File: config.mk
export PLATFORM = sky130hd
export DESIGN_NAME = conv_timing_select
export DESIGN_NICKNAME = d
export VERILOG_FILES = /design/src/core/conv_pkg.sv /design/src/core/conv_prescaler.sv /design/src/core/conv_timing_select.sv
export SDC_FILE = /design/constraint.sdc
export NUM_CORES = 1
export LEC_CHECK = 0
export BUFFER_PORTS_ARGS = -buffer_cell sky130_fd_sc_hd__buf_2
export CAP_MARGIN = 30
export CORE_MARGIN = 2
export CORE_UTILIZATION = 50
export DETAILED_ROUTE_END_ITERATION = 10
export PLACE_DENSITY = 0.83
export SLEW_MARGIN = 40
export SYNTH_ARGS = -nofsm -noshare
export SYNTH_HDL_FRONTEND = slang
export SYNTH_SLANG_ARGS = --single-unit
File: constraint.sdc
create_clock -name clk_i -period 2.9 [get_ports clk_i]
set_clock_uncertainty 0.05 [all_clocks]
set_input_delay 0.435 -clock clk_i [delete_from_list [all_inputs] [get_ports clk_i]]
set_output_delay 0.435 -clock clk_i [all_outputs]
set_load 0.005 [all_outputs]
File: src/core/conv_pkg.sv
`default_nettype none

package conv_pkg;

   // ----------------------------------------------------------------
   // register map (byte addresses, one word each)
   // ----------------------------------------------------------------
   localparam logic [7:0] CTRL_ADDR   = 8'h00;
   localparam logic [7:0] STATUS_ADDR = 8'h04;
   localparam logic [7:0] SEL_ADDR    = 8'h08;
   localparam logic [7:0] ACTIVE_ADDR = 8'h0C;
   localparam logic [7:0] RESULT_ADDR = 8'h10;

   // control register fields
   localparam int CTRL_EN_BIT    = 0;
   localparam int CTRL_START_BIT = 1;
   localparam int CTRL_AUTO_BIT  = 2;
   localparam int CTRL_FREE_BIT  = 3;
   localparam int CTRL_DIV_LSB   = 4;
   localparam int DIV_W          = 3;

   // status register fields
   localparam int STAT_BUSY_BIT  = 0;
   localparam int STAT_DONE_BIT  = 1;
   localparam int STAT_VALID_BIT = 2;
   localparam int STAT_HALF_BIT  = 3;
   localparam int STAT_DIFF_BIT  = 4;

   // selection register fields
   localparam int SEL_CHAN_LSB = 0;
   localparam int SEL_REF_LSB  = 6;
   localparam int REF_W        = 2;

   // reset values
   localparam logic [DIV_W-1:0] DIV_RESET  = 3'h0;
   localparam logic [7:0]       SEL_RESET  = 8'h00;
   localparam logic [9:0]       RESULT_RST = 10'h000;

   // conversion lengths in converter clock cycles
   localparam logic [4:0] LEN_NORMAL = 5'h0D;
   localparam logic [4:0] LEN_SYNC   = 5'h0E;
   localparam logic [4:0] LEN_FIRST  = 5'h19;

   // sample-and-hold converter clock index within each kind
   localparam logic [4:0] SH_NORMAL = 5'h01;
   localparam logic [4:0] SH_SYNC   = 5'h02;
   localparam logic [4:0] SH_FIRST  = 5'h0D;

   localparam logic [9:0] FULL_SCALE = 10'h3FF;

   typedef enum logic [1:0] {
      REF_EXTERNAL = 2'h0,
      REF_SUPPLY   = 2'h1,
      REF_UNUSED   = 2'h2,
      REF_INTERNAL = 2'h3
   } ref_source_type;

   typedef enum logic [1:0] {
      CONV_IDLE,
      CONV_PEND,
      CONV_RUN
   } conv_state_type;

endpackage : conv_pkg

`default_nettype wire

File: src/core/conv_prescaler.sv
`default_nettype none

module conv_prescaler #(
   parameter int CNT_W = 7
) (
   // clock and reset
   input  wire logic                      clk_i,
   input  wire logic                      rst_i,
   // control
   input  wire logic                      clear_i,
   input  wire logic [conv_pkg::DIV_W-1:0] div_sel_i,
   // converter clock strobe
   output logic                           tick_o
);
   import conv_pkg::*;

   logic [CNT_W-1:0] count_q;
   logic [CNT_W-1:0] mask;

   if (CNT_W < 7) begin : g_bad_width
      $error("prescaler counter too narrow for divide by 128");
   end

   // divide select 0 and 1 both give divide by two
   always_comb begin
      mask = '1;
      if (div_sel_i == '0) begin
         mask = CNT_W'(1);
      end else begin
         mask = CNT_W'((1 << div_sel_i) - 1);
      end
   end

   always_ff @(posedge clk_i) begin
      if (rst_i || clear_i) begin
         count_q <= '0;
      end else begin
         count_q <= count_q + CNT_W'(1);
      end
   end

   assign tick_o = !clear_i && ((count_q & mask) == mask);

endmodule : conv_prescaler

`default_nettype wire

File: src/core/conv_timing_select.sv
`default_nettype none

module conv_timing_select #(
   parameter int CHAN_W    = 5,
   parameter int DIFF_BASE = 8
) (
   // clock and reset
   input  wire logic              clk_i,
   input  wire logic              rst_i,
   // wishbone slave
   input  wire logic              cyc_i,
   input  wire logic              stb_i,
   input  wire logic              we_i,
   input  wire logic [7:0]        adr_i,
   input  wire logic [3:0]        sel_i,
   input  wire logic [31:0]       dat_i,
   output logic                   ack_o,
   output logic [31:0]            dat_o,
   // trigger and analog side
   input  wire logic              trigger_i,
   input  wire logic [9:0]        sar_code_i,
   input  wire logic              over_range_i,
   // active selection and conversion events
   output logic [CHAN_W-1:0]      active_chan_o,
   output conv_pkg::ref_source_type active_ref_o,
   output logic                   ref_supply_o,
   output logic                   ref_internal_o,
   output logic                   ref_external_o,
   output logic                   conv_tick_o,
   output logic                   half_clk_o,
   output logic                   sample_hold_o,
   output logic                   conv_done_o,
   output logic                   busy_o
);
   import conv_pkg::*;

   if (CHAN_W < 1 || CHAN_W > 6 || DIFF_BASE >= (1 << CHAN_W)) begin : g_bad_param
      $error("channel width or differential base out of range");
   end

   // ----------------------------------------------------------------
   // state
   // ----------------------------------------------------------------
   logic                 enable_q;
   logic                 start_q;
   logic                 auto_q;
   logic                 free_q;
   logic [DIV_W-1:0]     div_q;
   logic                 done_q;
   logic                 valid_q;
   logic [CHAN_W-1:0]    buf_chan_q;
   logic [REF_W-1:0]     buf_ref_q;
   logic [CHAN_W-1:0]    act_chan_q;
   logic [REF_W-1:0]     act_ref_q;
   logic [9:0]           result_q;
   logic                 first_q;
   logic                 half_q;
   logic                 trig_prev_q;
   logic                 trig_run_q;
   logic                 sh_q;
   logic                 done_pulse_q;
   conv_state_type       state_q;
   logic [4:0]           cnt_q;
   logic [4:0]           len_q;
   logic [4:0]           sh_idx_q;
   logic                 ack_q;
   logic [31:0]          dat_q;

   logic                 tick;
   logic                 wr_en;
   logic                 wr_ctrl;
   logic                 wr_stat;
   logic                 wr_sel;
   logic                 trig_edge;
   logic                 trig_start;
   logic                 user_start;
   logic                 last_cycle;
   logic                 finish;
   logic                 restart;
   logic                 begin_conv;
   logic                 update_ok;
   logic                 buf_diff;
   logic                 presc_clear;
   logic [31:0]          rd_word;

   // ----------------------------------------------------------------
   // wishbone decode
   // ----------------------------------------------------------------
   // ack is registered, so every access takes two cycles; writes land on the ack edge
   always_ff @(posedge clk_i) begin
      if (rst_i) begin
         ack_q <= 1'b0;
      end else begin
         ack_q <= cyc_i && stb_i && !ack_q;
      end
   end

   assign wr_en   = cyc_i && stb_i && we_i && ack_q && sel_i[0];
   assign wr_ctrl = wr_en && (adr_i == CTRL_ADDR);
   assign wr_stat = wr_en && (adr_i == STATUS_ADDR);
   assign wr_sel  = wr_en && (adr_i == SEL_ADDR);

   always_comb begin
      rd_word = 32'h0000_0000;
      unique case (adr_i)
         CTRL_ADDR: begin
            rd_word[CTRL_EN_BIT]                        = enable_q;
            rd_word[CTRL_START_BIT]                     = start_q;
            rd_word[CTRL_AUTO_BIT]                      = auto_q;
            rd_word[CTRL_FREE_BIT]                      = free_q;
            rd_word[CTRL_DIV_LSB +: DIV_W]              = div_q;
         end
         STATUS_ADDR: begin
            rd_word[STAT_BUSY_BIT]                      = (state_q == CONV_RUN);
            rd_word[STAT_DONE_BIT]                      = done_q;
            rd_word[STAT_VALID_BIT]                     = valid_q;
            rd_word[STAT_HALF_BIT]                      = half_q;
            rd_word[STAT_DIFF_BIT]                      = (act_chan_q >= CHAN_W'(DIFF_BASE));
         end
         SEL_ADDR: begin
            rd_word[SEL_CHAN_LSB +: CHAN_W]             = buf_chan_q;
            rd_word[SEL_REF_LSB +: REF_W]               = buf_ref_q;
         end
         ACTIVE_ADDR: begin
            rd_word[SEL_CHAN_LSB +: CHAN_W]             = act_chan_q;
            rd_word[SEL_REF_LSB +: REF_W]               = act_ref_q;
         end
         RESULT_ADDR: begin
            rd_word[9:0]                                = result_q;
         end
         default: begin
            rd_word = 32'h0000_0000;
         end
      endcase
   end

   always_ff @(posedge clk_i) begin
      if (rst_i) begin
         dat_q <= 32'h0000_0000;
      end else if (cyc_i && stb_i && !ack_q) begin
         dat_q <= rd_word;
      end
   end

   // ----------------------------------------------------------------
   // prescaler and half-rate clock
   // ----------------------------------------------------------------
   assign trig_edge  = trigger_i && !trig_prev_q;
   // edges while a conversion runs or waits are dropped
   assign trig_start = enable_q && auto_q && !free_q && trig_edge && (state_q == CONV_IDLE);
   // held clear while disabled, and restarted by a trigger
   assign presc_clear = !enable_q || trig_start;

   conv_prescaler #(
      .CNT_W     (7)
   ) u_prescaler (
      .clk_i     (clk_i),
      .rst_i     (rst_i),
      .clear_i   (presc_clear),
      .div_sel_i (div_q),
      .tick_o    (tick)
   );

   always_ff @(posedge clk_i) begin
      if (rst_i) begin
         trig_prev_q <= 1'b0;
      end else begin
         trig_prev_q <= trigger_i;
      end
   end

   always_ff @(posedge clk_i) begin
      if (rst_i || presc_clear) begin
         half_q <= 1'b0;
      end else if (tick) begin
         half_q <= !half_q;
      end
   end

   // ----------------------------------------------------------------
   // control register
   // ----------------------------------------------------------------
   always_ff @(posedge clk_i) begin
      if (rst_i) begin
         enable_q <= 1'b0;
         auto_q   <= 1'b0;
         free_q   <= 1'b0;
         div_q    <= DIV_RESET;
      end else if (wr_ctrl) begin
         enable_q <= dat_i[CTRL_EN_BIT];
         auto_q   <= dat_i[CTRL_AUTO_BIT];
         free_q   <= dat_i[CTRL_FREE_BIT];
         div_q    <= dat_i[CTRL_DIV_LSB +: DIV_W];
      end
   end

   // start bit stays high across free running restarts
   assign user_start = wr_ctrl && dat_i[CTRL_START_BIT] && dat_i[CTRL_EN_BIT];

   always_ff @(posedge clk_i) begin
      if (rst_i || !enable_q) begin
         start_q <= 1'b0;
      end else if (user_start || trig_start) begin
         start_q <= 1'b1;
      end else if (finish && !restart) begin
         start_q <= 1'b0;
      end
   end

   // ----------------------------------------------------------------
   // conversion sequencer
   // ----------------------------------------------------------------
   assign buf_diff   = (buf_chan_q >= CHAN_W'(DIFF_BASE));
   assign last_cycle = (state_q == CONV_RUN) && (cnt_q == len_q - 5'h01);
   assign finish     = tick && last_cycle;
   assign restart    = finish && auto_q && free_q && enable_q;
   assign begin_conv = tick && (state_q == CONV_PEND);

   always_ff @(posedge clk_i) begin
      if (rst_i || !enable_q) begin
         state_q <= CONV_IDLE;
      end else begin
         unique case (state_q)
            CONV_IDLE: begin
               if (user_start || trig_start) begin
                  state_q <= CONV_PEND;
               end
            end
            CONV_PEND: begin
               if (begin_conv) begin
                  state_q <= CONV_RUN;
               end
            end
            CONV_RUN: begin
               if (finish && !restart) begin
                  state_q <= CONV_IDLE;
               end
            end
         endcase
      end
   end

   always_ff @(posedge clk_i) begin
      if (rst_i || !enable_q) begin
         first_q <= 1'b1;
      end else if (begin_conv) begin
         first_q <= 1'b0;
      end
   end

   // length and sample point are fixed when the conversion begins
   always_ff @(posedge clk_i) begin
      if (rst_i) begin
         cnt_q    <= 5'h00;
         len_q    <= LEN_NORMAL;
         sh_idx_q <= SH_NORMAL;
      end else if (begin_conv) begin
         cnt_q <= 5'h00;
         if (first_q) begin
            len_q    <= LEN_FIRST;
            sh_idx_q <= SH_FIRST;
         end else if (buf_diff && half_q) begin
            len_q    <= LEN_SYNC;
            sh_idx_q <= SH_SYNC;
         end else begin
            len_q    <= LEN_NORMAL;
            sh_idx_q <= SH_NORMAL;
         end
      end else if (restart) begin
         cnt_q    <= 5'h00;
         len_q    <= buf_diff ? LEN_SYNC : LEN_NORMAL;
         sh_idx_q <= buf_diff ? SH_SYNC : SH_NORMAL;
      end else if (tick && (state_q == CONV_RUN)) begin
         cnt_q <= cnt_q + 5'h01;
      end
   end

   always_ff @(posedge clk_i) begin
      if (rst_i) begin
         sh_q         <= 1'b0;
         done_pulse_q <= 1'b0;
      end else begin
         sh_q         <= tick && (state_q == CONV_RUN) && (cnt_q == sh_idx_q);
         done_pulse_q <= finish;
      end
   end

   // triggered differential conversions that are not extended cannot settle;
   // the source is latched with the request, since the begin tick cannot tell who asked
   always_ff @(posedge clk_i) begin
      if (rst_i) begin
         trig_run_q <= 1'b0;
      end else if (trig_start || user_start) begin
         trig_run_q <= trig_start && !first_q && buf_diff;
      end
   end

   // ----------------------------------------------------------------
   // done flag and result
   // ----------------------------------------------------------------
   // a finishing conversion wins over a write-one clear in the same cycle
   always_ff @(posedge clk_i) begin
      if (rst_i) begin
         done_q <= 1'b0;
      end else if (finish) begin
         done_q <= 1'b1;
      end else if (wr_stat && dat_i[STAT_DONE_BIT]) begin
         done_q <= 1'b0;
      end
   end

   always_ff @(posedge clk_i) begin
      if (rst_i) begin
         result_q <= RESULT_RST;
         valid_q  <= 1'b0;
      end else if (finish) begin
         result_q <= over_range_i ? FULL_SCALE : sar_code_i;
         valid_q  <= !trig_run_q;
      end
   end

   // ----------------------------------------------------------------
   // selection buffer and frozen selection
   // ----------------------------------------------------------------
   // the buffer is always writable; only the frozen copy steers the analog mux
   always_ff @(posedge clk_i) begin
      if (rst_i) begin
         buf_chan_q <= SEL_RESET[SEL_CHAN_LSB +: CHAN_W];
         buf_ref_q  <= SEL_RESET[SEL_REF_LSB +: REF_W];
      end else if (wr_sel) begin
         buf_chan_q <= dat_i[SEL_CHAN_LSB +: CHAN_W];
         buf_ref_q  <= dat_i[SEL_REF_LSB +: REF_W];
      end
   end

   // the finishing tick also reloads the frozen copy, so a restart on that
   // tick already converts the newly buffered channel
   assign update_ok = (state_q != CONV_RUN) || last_cycle;

   always_ff @(posedge clk_i) begin
      if (rst_i) begin
         act_chan_q <= SEL_RESET[SEL_CHAN_LSB +: CHAN_W];
         act_ref_q  <= SEL_RESET[SEL_REF_LSB +: REF_W];
      end else if (tick && update_ok) begin
         act_chan_q <= buf_chan_q;
         act_ref_q  <= buf_ref_q;
      end
   end

   // ----------------------------------------------------------------
   // outputs
   // ----------------------------------------------------------------
   assign ack_o          = ack_q;
   assign dat_o          = dat_q;
   assign active_chan_o  = act_chan_q;
   assign active_ref_o   = ref_source_type'(act_ref_q);
   assign ref_supply_o   = (act_ref_q == REF_SUPPLY);
   assign ref_internal_o = (act_ref_q == REF_INTERNAL);
   assign ref_external_o = (act_ref_q == REF_EXTERNAL) || (act_ref_q == REF_UNUSED);
   assign conv_tick_o    = tick;
   assign half_clk_o     = half_q;
   assign sample_hold_o  = sh_q;
   assign conv_done_o    = done_pulse_q;
   assign busy_o         = start_q;

endmodule : conv_timing_select

`default_nettype wire

==> metrics.cfg, run 1 <==
[floorplan]
start_util_pct = 51.92
die_area_sq_um = 7259
chipWidth_microns = 85.20
fp.dieH_microns = 85.20
rows = 29
core_region_area_sq_um = 6350
num_io_pins = 109

[drt]
vias = 2763
post_drt_via_cell_ratio = 5.460
wl_microns = 7379
drc = 0
wl_per_cell_microns = 14.58
drtIter0Drc = 175
drt_pass1_iterations = 4
ant_nets = 0

[logic_synthesis]
ys_seq_elements = 68
synth_top_family_by_area = simple AND/OR/NAND/NOR gates
synthFlopType = dfxtp_1
synthCells = 366
syn-cell-area_sq_um = 3297
synthArstFlopShare_pct = 0
post_synth_fa_ha_maj_area_fraction_pct = 2.277
synth_xor_area_share_pct = 3.985
synthMuxAreaShare_pct = 11.04
synthSimpleGateAreaFrac_pct = 21.75
synth_edf_count = 0
ys_types = 52
ys_seq_area_share_pct = 41.29
synth_compound_area_share_pct = 11.16
syn_avg_cell_area_sq_um = 9.008
yosysWarnings = 0

[hold_path]
hold_depth = 3
min_to = div_q[1]
worstHoldPathType = in2reg
min_from = dat_i[5]

[cts]
postCtsSetupBuffers = 0
cts_tree = done
cts_num_sinks = 68
h-tree-depth = 3
insertion_delay_ps = 350
cts_root_buf = clkbuf_8
cts_buffers = 9
clk_path_buf_depth = 2
path_clk_slew_ps = 70
cts_hold_buffers = 0

[place]
place_area_sq_um = 3566
place_inst = 490
place_hpwl_microns = 5391
place.gp.congestion = 0.8062
port_buffers = 59

[worst_setup_path]
critPathMaxStageDelay_ps = 380
r2r_end = state_q[0]
path_class = reg2out
cp.arrival_ps = 2220
regToRegSetupSlack_ps = 420
cp.required_ps = 2410
slowest_stage = nor2_2
startpoint = state_q[0]
r2r_cells = 8
path_max_fanout = 10
critPathCaptureType = output pin
start_kind = flip-flop
crit_chain = inv_1, ha_1, nand4_1, or3_1, nand4_2, nor2_2, buf_2
r2r-start = state_q[0]

[finish]
layout.cells.non_filler = 506
antenna_cells = 0
nFillCells = 545
drive_gt1_share_pct = 22.84
final_common_cell = nor2_1
area_delta_synth_final_pct = 15.07
nets = 491
stdcell_area_sq_um = 3794
final_cell_mix = nor2_1 (73), dfxtp_1 (68), buf_2 (59)

[timing]
setup_violations = 0
rsz0062_at_grt = false
finalCriticalPeriod_ps = 2701
whs_ps = 279.7
worstMarginPinSlew_ps = 718.1
maxSlewViolCount = 0
tns_ps = 0
hold_viol_final = 0
fin_crit_sh_pct = 93.13
maxSlewHeadroom_pct = 51.97
max_freq_ghz = 0.3702

[global_route]
grt_pass1_wl_microns = 11940
grt_start_max_net_pins = 35
antenna_found_initial = 0
grt_use_total_pct = 20.75
first_global_vias = 2539
overflow = 0

[job]
maxCapViolCount = 0

[power]
power_density_nw_per_um2 = 500.3
power_leakage_nw = 1.489
ir_worst_vdd_mv = 0.4667

[outcome]
status = complete, no violations

per-stage QoR:
stage	total power, mW	util, %	setup WS (ps)
2_1_floorplan	1.035	-	729.1
3_3_place_gp	1.052	56.16	449.0
3_5_place_dp	1.054	56.16	336.2
4_1_cts	1.910	59.70	105.3
5_1_grt	1.953	59.74	50.68
6_report	1.898	59.74	199.1
power breakdown:
group	total, mW	switching (mW)	internal [mW]
Clock	0.864	0.359	0.505
Sequential	0.942	0.00282	0.940
Combinational	0.0913	0.0565	0.0348
Total	1.90	0.418	1.48
layer usage:
| metal | part of all wire [%] | track usage, % |
|---|---|---|
| met1 | 42 | 26.85 |
| met2 | 48 | 33.24 |
| met4 | 2.3 | 6.926 |
| met5 | 0 | 0 |
| met3 | 7.0 | 6.226 |
Yosys cell counts, types with 5 or more instances:
master | n | share of area, %
and3_1 | 5 | 0.95
nand3_1 | 12 | 1.8
mux2i_1 | 24 | 7.3
o21ai_0 | 7 | 1.1
dfxtp_1 | 68 | 41
clkbuf_1 | 9 | 1.0
inv_1 | 12 | 1.4
a21oi_1 | 7 | 1.1
nor2_1 | 74 | 8.4
a211oi_1 | 11 | 2.5
nand2_1 | 15 | 1.7
a221oi_1 | 6 | 1.6
buf_4 | 24 | 5.5
xnor2_1 | 12 | 3.2
ha_1 | 6 | 2.3
nor3_1 | 13 | 2.0
nor2b_1 | 5 | 0.95
sequential cells by signal, indices dropped and copies added, names as in the netlist, 2 cells and up:
name,flops
buf_ref_q,2
cnt_q,5
active_chan_o,5
buf_chan_q,5
div_q,3
dat_o,10
u_prescaler.count_q,7
result_q,10
state_q,2
active_ref_o,2
len_q,3
worst max-delay path, delay by kind of cell, from the launching register on:
kind / cells / cell delay, ps
buffers and inverters: 2 / 260
adder cells (fa/ha/maj): 1 / 220
AND/OR/NAND/NOR: 4 / 1020
flip-flops: 1 / 370
how the worst max path moves through the flow:
stage               cells past startpoint            end  slack, ps
floorplan                               9       len_q[1]        730
global placement                        8  buf_chan_q[4]        450
detailed placement                      8  buf_chan_q[0]        340
CTS                                     7    conv_tick_o        110
global route                            7    conv_tick_o         50
finish                                  7    conv_tick_o        200
final cells by class:
type,instances,area (sq um),share of cell area [%]
Multi-Input combinational cell,270,1740,45.88
Timing Repair Buffer,63,325.3,8.575
Tap cell,77,96.34,2.540
Inverter,12,45.04,1.187
Sequential cell,68,1361,35.88
Clock buffer,10,137.6,3.628
Clock inverter,6,87.58,2.309
repair_timing:
action                                  4_1_cts  5_1_grt
endpoints found under the hold margin         0        0
resized for setup                             0        1
endpoints found under the setup margin        0        1
cells by family after synthesis:
group           count (synthesis)
fa+ha+maj                       6
xor+xnor                       15
buf+inv                        49
compound gates                 49
other cells                     1
simple gates                  147
flops                          68
mux                            31
Power figures use the tool's default switching activity.
==> run 2: changes to the inputs <==
Clock period 2.9 ns to 2.5 ns, I/O delays scaled along.
==> metrics.cfg, run 2 (same netlist as run 1, synthesis figures left out) <==
[power]
intPower_mw = 1.690  ; +14%
clkPwrFrac_pct = 44.0  ; -1.5 points
total_switching_power_uw = 452.0  ; +8.0%
sw_frac_of_total_pct = 21.11  ; -0.94 points
power_density_nw_per_um2 = 553.6  ; +11%
ir_worst_vdd_mv = 0.4335  ; -7.1%
power_leakage_nw = 1.531  ; +2.9%
power_mw = 2.142  ; +13%
combPwrFrac_pct = 4.9  ; about the same
p_seq_share_pct = 51.1  ; +1.5 points

[cts]
h-tree-depth = 3  ; unchanged
cts_tree = done
clk_path_buf_depth = 2  ; unchanged
cts_buffers = 9  ; unchanged
path_clk_slew_ps = 70  ; about the same
cts_root_buf = clkbuf_8
cts_num_sinks = 68  ; unchanged
insertion_delay_ps = 350  ; about the same

[drt]
wl_per_cell_microns = 14.68  ; +0.63%
post_drt_via_cell_ratio = 5.450  ; -0.19%
vias = 2785  ; +0.80%
drtIter0Drc = 153  ; -13%
wl_microns = 7499  ; +1.6%
drt_pass1_iterations = 4  ; unchanged
drc = 0  ; unchanged
ant_nets = 0  ; unchanged

[outcome]
status = complete, no violations

[finish]
drive_gt1_share_pct = 24.19  ; +1.3 points
fin_util_pct = 60.93  ; +1.2 points
final_cell_mix = nor2_1 (73), dfxtp_1 (68), buf_2 (59)
final_common_cell = nor2_1
area_delta_synth_final_pct = 17.34
nets = 498  ; +1.4%
stdcell_area_sq_um = 3869  ; +2.0%
antenna_cells = 0  ; unchanged
layout.cells.non_filler = 511  ; +0.99%

[place]
place_hpwl_microns = 5631  ; +4.4%
port_buffers = 59  ; unchanged
place_inst = 496  ; +1.2%
place_area_sq_um = 3623  ; +1.6%
place.gp.congestion = 0.8138  ; +0.94%

[timing]
tns_ps = 0  ; unchanged
fin_crit_sh_pct = 94.47
worstMarginPinSlew_ps = 696.2  ; -21.95 ps
rsz0062_at_grt = false
maxSlewHeadroom_pct = 53.59  ; +1.6 points
setup_violations = 0  ; unchanged
maxSlewViolCount = 0  ; unchanged
finalCriticalPeriod_ps = 2362
hold_viol_final = 0  ; unchanged
max_freq_ghz = 0.4234

[global_route]
grt_use_total_pct = 21.47  ; +0.72 points
first_global_vias = 2618  ; +3.1%
antenna_found_initial = 0  ; unchanged
overflow = 0  ; unchanged
grt_pass1_wl_microns = 12150  ; +1.7%
grt_start_max_net_pins = 40  ; +14%

[worst_setup_path]
path_class = reg2reg
cp.required_ps = 2680  ; +270 ps
cp.arrival_ps = 2540  ; +320 ps
critPathCaptureType = flip-flop
path_max_fanout = 6  ; -4
start_kind = flip-flop

[floorplan]
num_io_pins = 109  ; unchanged
fp.dieH_microns = 85.20  ; unchanged
start_util_pct = 51.92  ; unchanged
core_region_area_sq_um = 6350  ; unchanged
rows = 29  ; unchanged
chipWidth_microns = 85.20  ; unchanged
die_area_sq_um = 7259  ; unchanged

[hold_path]
worstHoldPathType = in2reg

[job]
maxCapViolCount = 0  ; unchanged

-- run 2: cell types whose count changed in the layout (fill, tap and decap cells not counted), sizes merged --
cell      before  now
buf           63   70
bufinv         2    1
clkbuf        10   13
clkinv         1    0
clkinvlp       3    0
-- run 2: power groups by stage --
stage | Combinational [mW] | Clock (mW) | Sequential (mW)
3_3_place_gp | 0.102 | 0 | 1.12
5_1_grt | 0.118 | 1.01 | 1.09
3_5_place_dp | 0.105 | 0 | 1.12
6_report | 0.106 | 0.942 | 1.09
2_1_floorplan | 0.0814 | 0 | 1.12
4_1_cts | 0.106 | 0.953 | 1.09
-- run 2: per-layer routing --
metal / share of wire (%) / global-route usage [%] / wire length [microns]
met5: 0 / 0 / 0
met4: 2.7 / 8.947 / 202
met3: 6.4 / 7.588 / 480
met2: 49 / 33.88 / 3710
met1: 41 / 26.72 / 3105
-- run 2: path summary, 6_finish.rpt --
check / start / to / slack, ps / cells past startpoint
worst max-delay path: len_q[0] / len_q[1] / 140 / 8
worst min-delay path: dat_i[4] / buf_chan_q[4] / 230 / 3
worst max register to register: len_q[0] / len_q[1] / 140 / 8
worst min register to register: dat_o[8] / dat_o[8] / 400 / 2
-- run 2: area by class of cell --
class	instances	area (sq um)
fill	553	2481
clock inverter	1	30.03
clock buffer	13	178.9
inverter	12	45.04
multi-input combinational	270	1767
sequential	68	1361
tap	77	96.34
timing repair buffer	70	390.4
-- run 2: repair_timing --
item,4_1_cts,5_1_grt
hold buffers,0,0
gates resized for setup,3,2
endpoints found under the hold margin,0,0
setup buffers,0,1
gates cloned,0,0
endpoints found under the setup margin,1,3
pin swaps,0,1
-- run 2: stage by stage --
| step | setup slack (ps) | hold slack [ps] |
|---|---|---|
| after global placement | 259.1 | 370.1 |
| after global routing | 20.03 | 215.1 |
| final | 138.2 | 227.1 |
| after detailed placement | 136.8 | 387.7 |
| after floorplan | 329.1 | 363.5 |
| after CTS | 43.69 | 218.2 |
-- run 2: critical path: stages, from the launching register on --
cell	delay, ps
dfxtp_1	410
inv_1	60
ha_1	300
xnor2_1	130
nor3_1	280
o21ai_2	220
o31ai_2	290
nand2_1	150
mux2_1	330
==> run 3: changes to the inputs <==
Settings changed: RECOVER_POWER from default to 50.
==> metrics.cfg, run 3 (same netlist as run 1, synthesis figures left out) <==
[outcome]
status = complete, no violations

[worst_setup_path]
r2r_cells = 8  ; unchanged
cp.arrival_ps = 2540  ; about the same
crit_chain = inv_1, ha_1, xnor2_1, nor3_1, o21ai_2, o31ai_2, nand2_1, mux2_1
r2r_end = len_q[1]
startpoint = len_q[0]
r2r-start = len_q[0]
start_kind = flip-flop
critPathCaptureType = flip-flop
crit_end = len_q[1]
critPathMaxStageDelay_ps = 410  ; about the same
regToRegSetupSlack_ps = 140  ; about the same
cp.required_ps = 2680  ; about the same
path_max_fanout = 6  ; unchanged
path_class = reg2reg
slowest_stage = dfxtp_1

[global_route]
first_global_vias = 2618  ; unchanged
grt_pass1_wl_microns = 12150  ; unchanged
grt_start_max_net_pins = 40  ; unchanged
antenna_found_initial = 0  ; unchanged
overflow = 0  ; unchanged
grt_use_total_pct = 21.47  ; unchanged

[power]
intPower_mw = 1.688  ; about the same
power_density_nw_per_um2 = 560.5  ; +1.3%
power_leakage_nw = 1.481  ; -3.3%
combPwrFrac_pct = 4.8  ; about the same
ir_worst_vdd_mv = 0.4325  ; -0.23%
total_switching_power_uw = 451.6  ; about the same
p_seq_share_pct = 51.1  ; about the same
clkPwrFrac_pct = 44.1  ; about the same
sw_frac_of_total_pct = 21.11  ; about the same

[timing]
layout_setup_ws_ps = 136.7  ; -1.468 ps
maxSlewHeadroom_pct = 53.39  ; -0.20 points
tns_ps = 0  ; unchanged
fin_crit_sh_pct = 94.53  ; about the same
hold_viol_final = 0  ; unchanged
setup_violations = 0  ; unchanged
finalCriticalPeriod_ps = 2363  ; +1.468 ps
maxSlewViolCount = 0  ; unchanged
max_freq_ghz = 0.4231  ; about the same
rsz0062_at_grt = false
worstMarginPinSlew_ps = 699.1  ; +2.971 ps

[job]
maxCapViolCount = 0  ; unchanged

[hold_path]
worstHoldPathType = in2reg
min_from = dat_i[4]

[drt]
wl_per_cell_microns = 14.73  ; +0.37%
wl_microns = 7527  ; +0.37%
drt_pass1_iterations = 4  ; unchanged
drtIter0Drc = 156  ; +2.0%
drc = 0  ; unchanged
ant_nets = 0  ; unchanged
post_drt_via_cell_ratio = 5.472  ; +0.39%
vias = 2796  ; +0.39%

[floorplan]
core_region_area_sq_um = 6350  ; unchanged
die_area_sq_um = 7259  ; unchanged
fp.dieH_microns = 85.20  ; unchanged
start_util_pct = 51.92  ; unchanged
rows = 29  ; unchanged
num_io_pins = 109  ; unchanged
chipWidth_microns = 85.20  ; unchanged

[finish]
layout.cells.non_filler = 511  ; unchanged
antenna_cells = 0  ; unchanged
nets = 498  ; unchanged
final_cell_mix = nor2_1 (73), dfxtp_1 (68), buf_2 (50)
drive_gt1_share_pct = 21.20  ; -3.0 points
final_common_cell = nor2_1
area_delta_synth_final_pct = 15.79

[cts]
insertion_delay_ps = 350  ; about the same
h-tree-depth = 3  ; unchanged
cts_hold_buffers = 0  ; unchanged
path_clk_slew_ps = 70  ; about the same
cts_buffers = 9  ; unchanged
cts_num_sinks = 68  ; unchanged
cts_root_buf = clkbuf_8
cts_tree = done
clk_path_buf_depth = 2  ; unchanged

[place]
place_ws_ps = 136.8  ; unchanged
place.gp.congestion = 0.8138  ; unchanged
port_buffers = 59  ; unchanged
place_hpwl_microns = 5631  ; unchanged
place_inst = 496  ; unchanged

-- run 3: changes by cell type in the layout (fill, tap and decap cells not counted) --
cell      change
nor3_4        -2
clkbuf_1     +10
nor3_2        +1
and2_1        -1
or4_4         -1
buf_4         -1
nand4_4       -1
or4_1         +1
nand4_1       +1
and2_0        +1
buf_2         -9
nor3_1        +1
-- run 3: per-layer routing --
layer | track usage [%] | share of wire (%)
met1 | 26.72 | 42
met2 | 33.88 | 49
met3 | 7.588 | 5.8
met4 | 8.947 | 2.7
met5 | 0 | 0
-- run 3: worst max-delay path, delay by kind of cell, from the launching register on --
family          cells  cell delay [ps]
fa+ha+maj           1              300
mux                 1              330
xor+xnor            1              130
compound gates      2              520
flops               1              410
simple gates        2              430
buf+inv             1               60
-- run 3: power groups by stage --
stage	clock network (mW)	registers [mW]	logic, mW
2_1_floorplan	0	1.12	0.0814
3_3_place_gp	0	1.12	0.102
3_5_place_dp	0	1.12	0.105
4_1_cts	0.953	1.09	0.106
5_1_grt	1.01	1.09	0.114
6_report	0.943	1.09	0.103
-- run 3: layout make-up --
type	instances	area [sq um]
tap	77	96.34
multi-input combinational	270	1730
clock buffer	13	178.9
fill	570	2532
timing repair buffer	70	375.4
inverter	12	45.04
clock inverter	1	30.03
sequential	68	1361
-- run 3: how the worst min path moves through the flow --
stage	endpoint	slack [ps]	cells past startpoint
final	buf_chan_q[4]	230	3
after global routing	trig_prev_q	220	2
after CTS	buf_chan_q[4]	220	3
after detailed placement	valid_q	390	1
after global placement	valid_q	370	1
after floorplan	valid_q	360	1
-- run 3: repair_timing --
action | 4_1_cts | 5_1_grt
endpoints found under the setup margin | 1 | 3
setup buffers | 0 | 1
pin swaps | 0 | 1
resized for setup | 3 | 2
gates cloned | 0 | 0
-- run 3: stage by stage --
| stage | total power, mW | hold slack (ps) | instance area (sq um) | utilization (%) |
|---|---|---|---|---|
| floorplan | 1.200 | 363.5 | 3376 | - |
| global placement | 1.220 | 370.1 | 3623 | 57.06 |
| detailed placement | 1.224 | 387.7 | 3623 | 57.06 |
| CTS | 2.152 | 218.2 | 3849 | 60.61 |
| global route | 2.216 | 215.1 | 3817 | 60.12 |
| finish | 2.140 | 228.2 | 3817 | 60.12 |
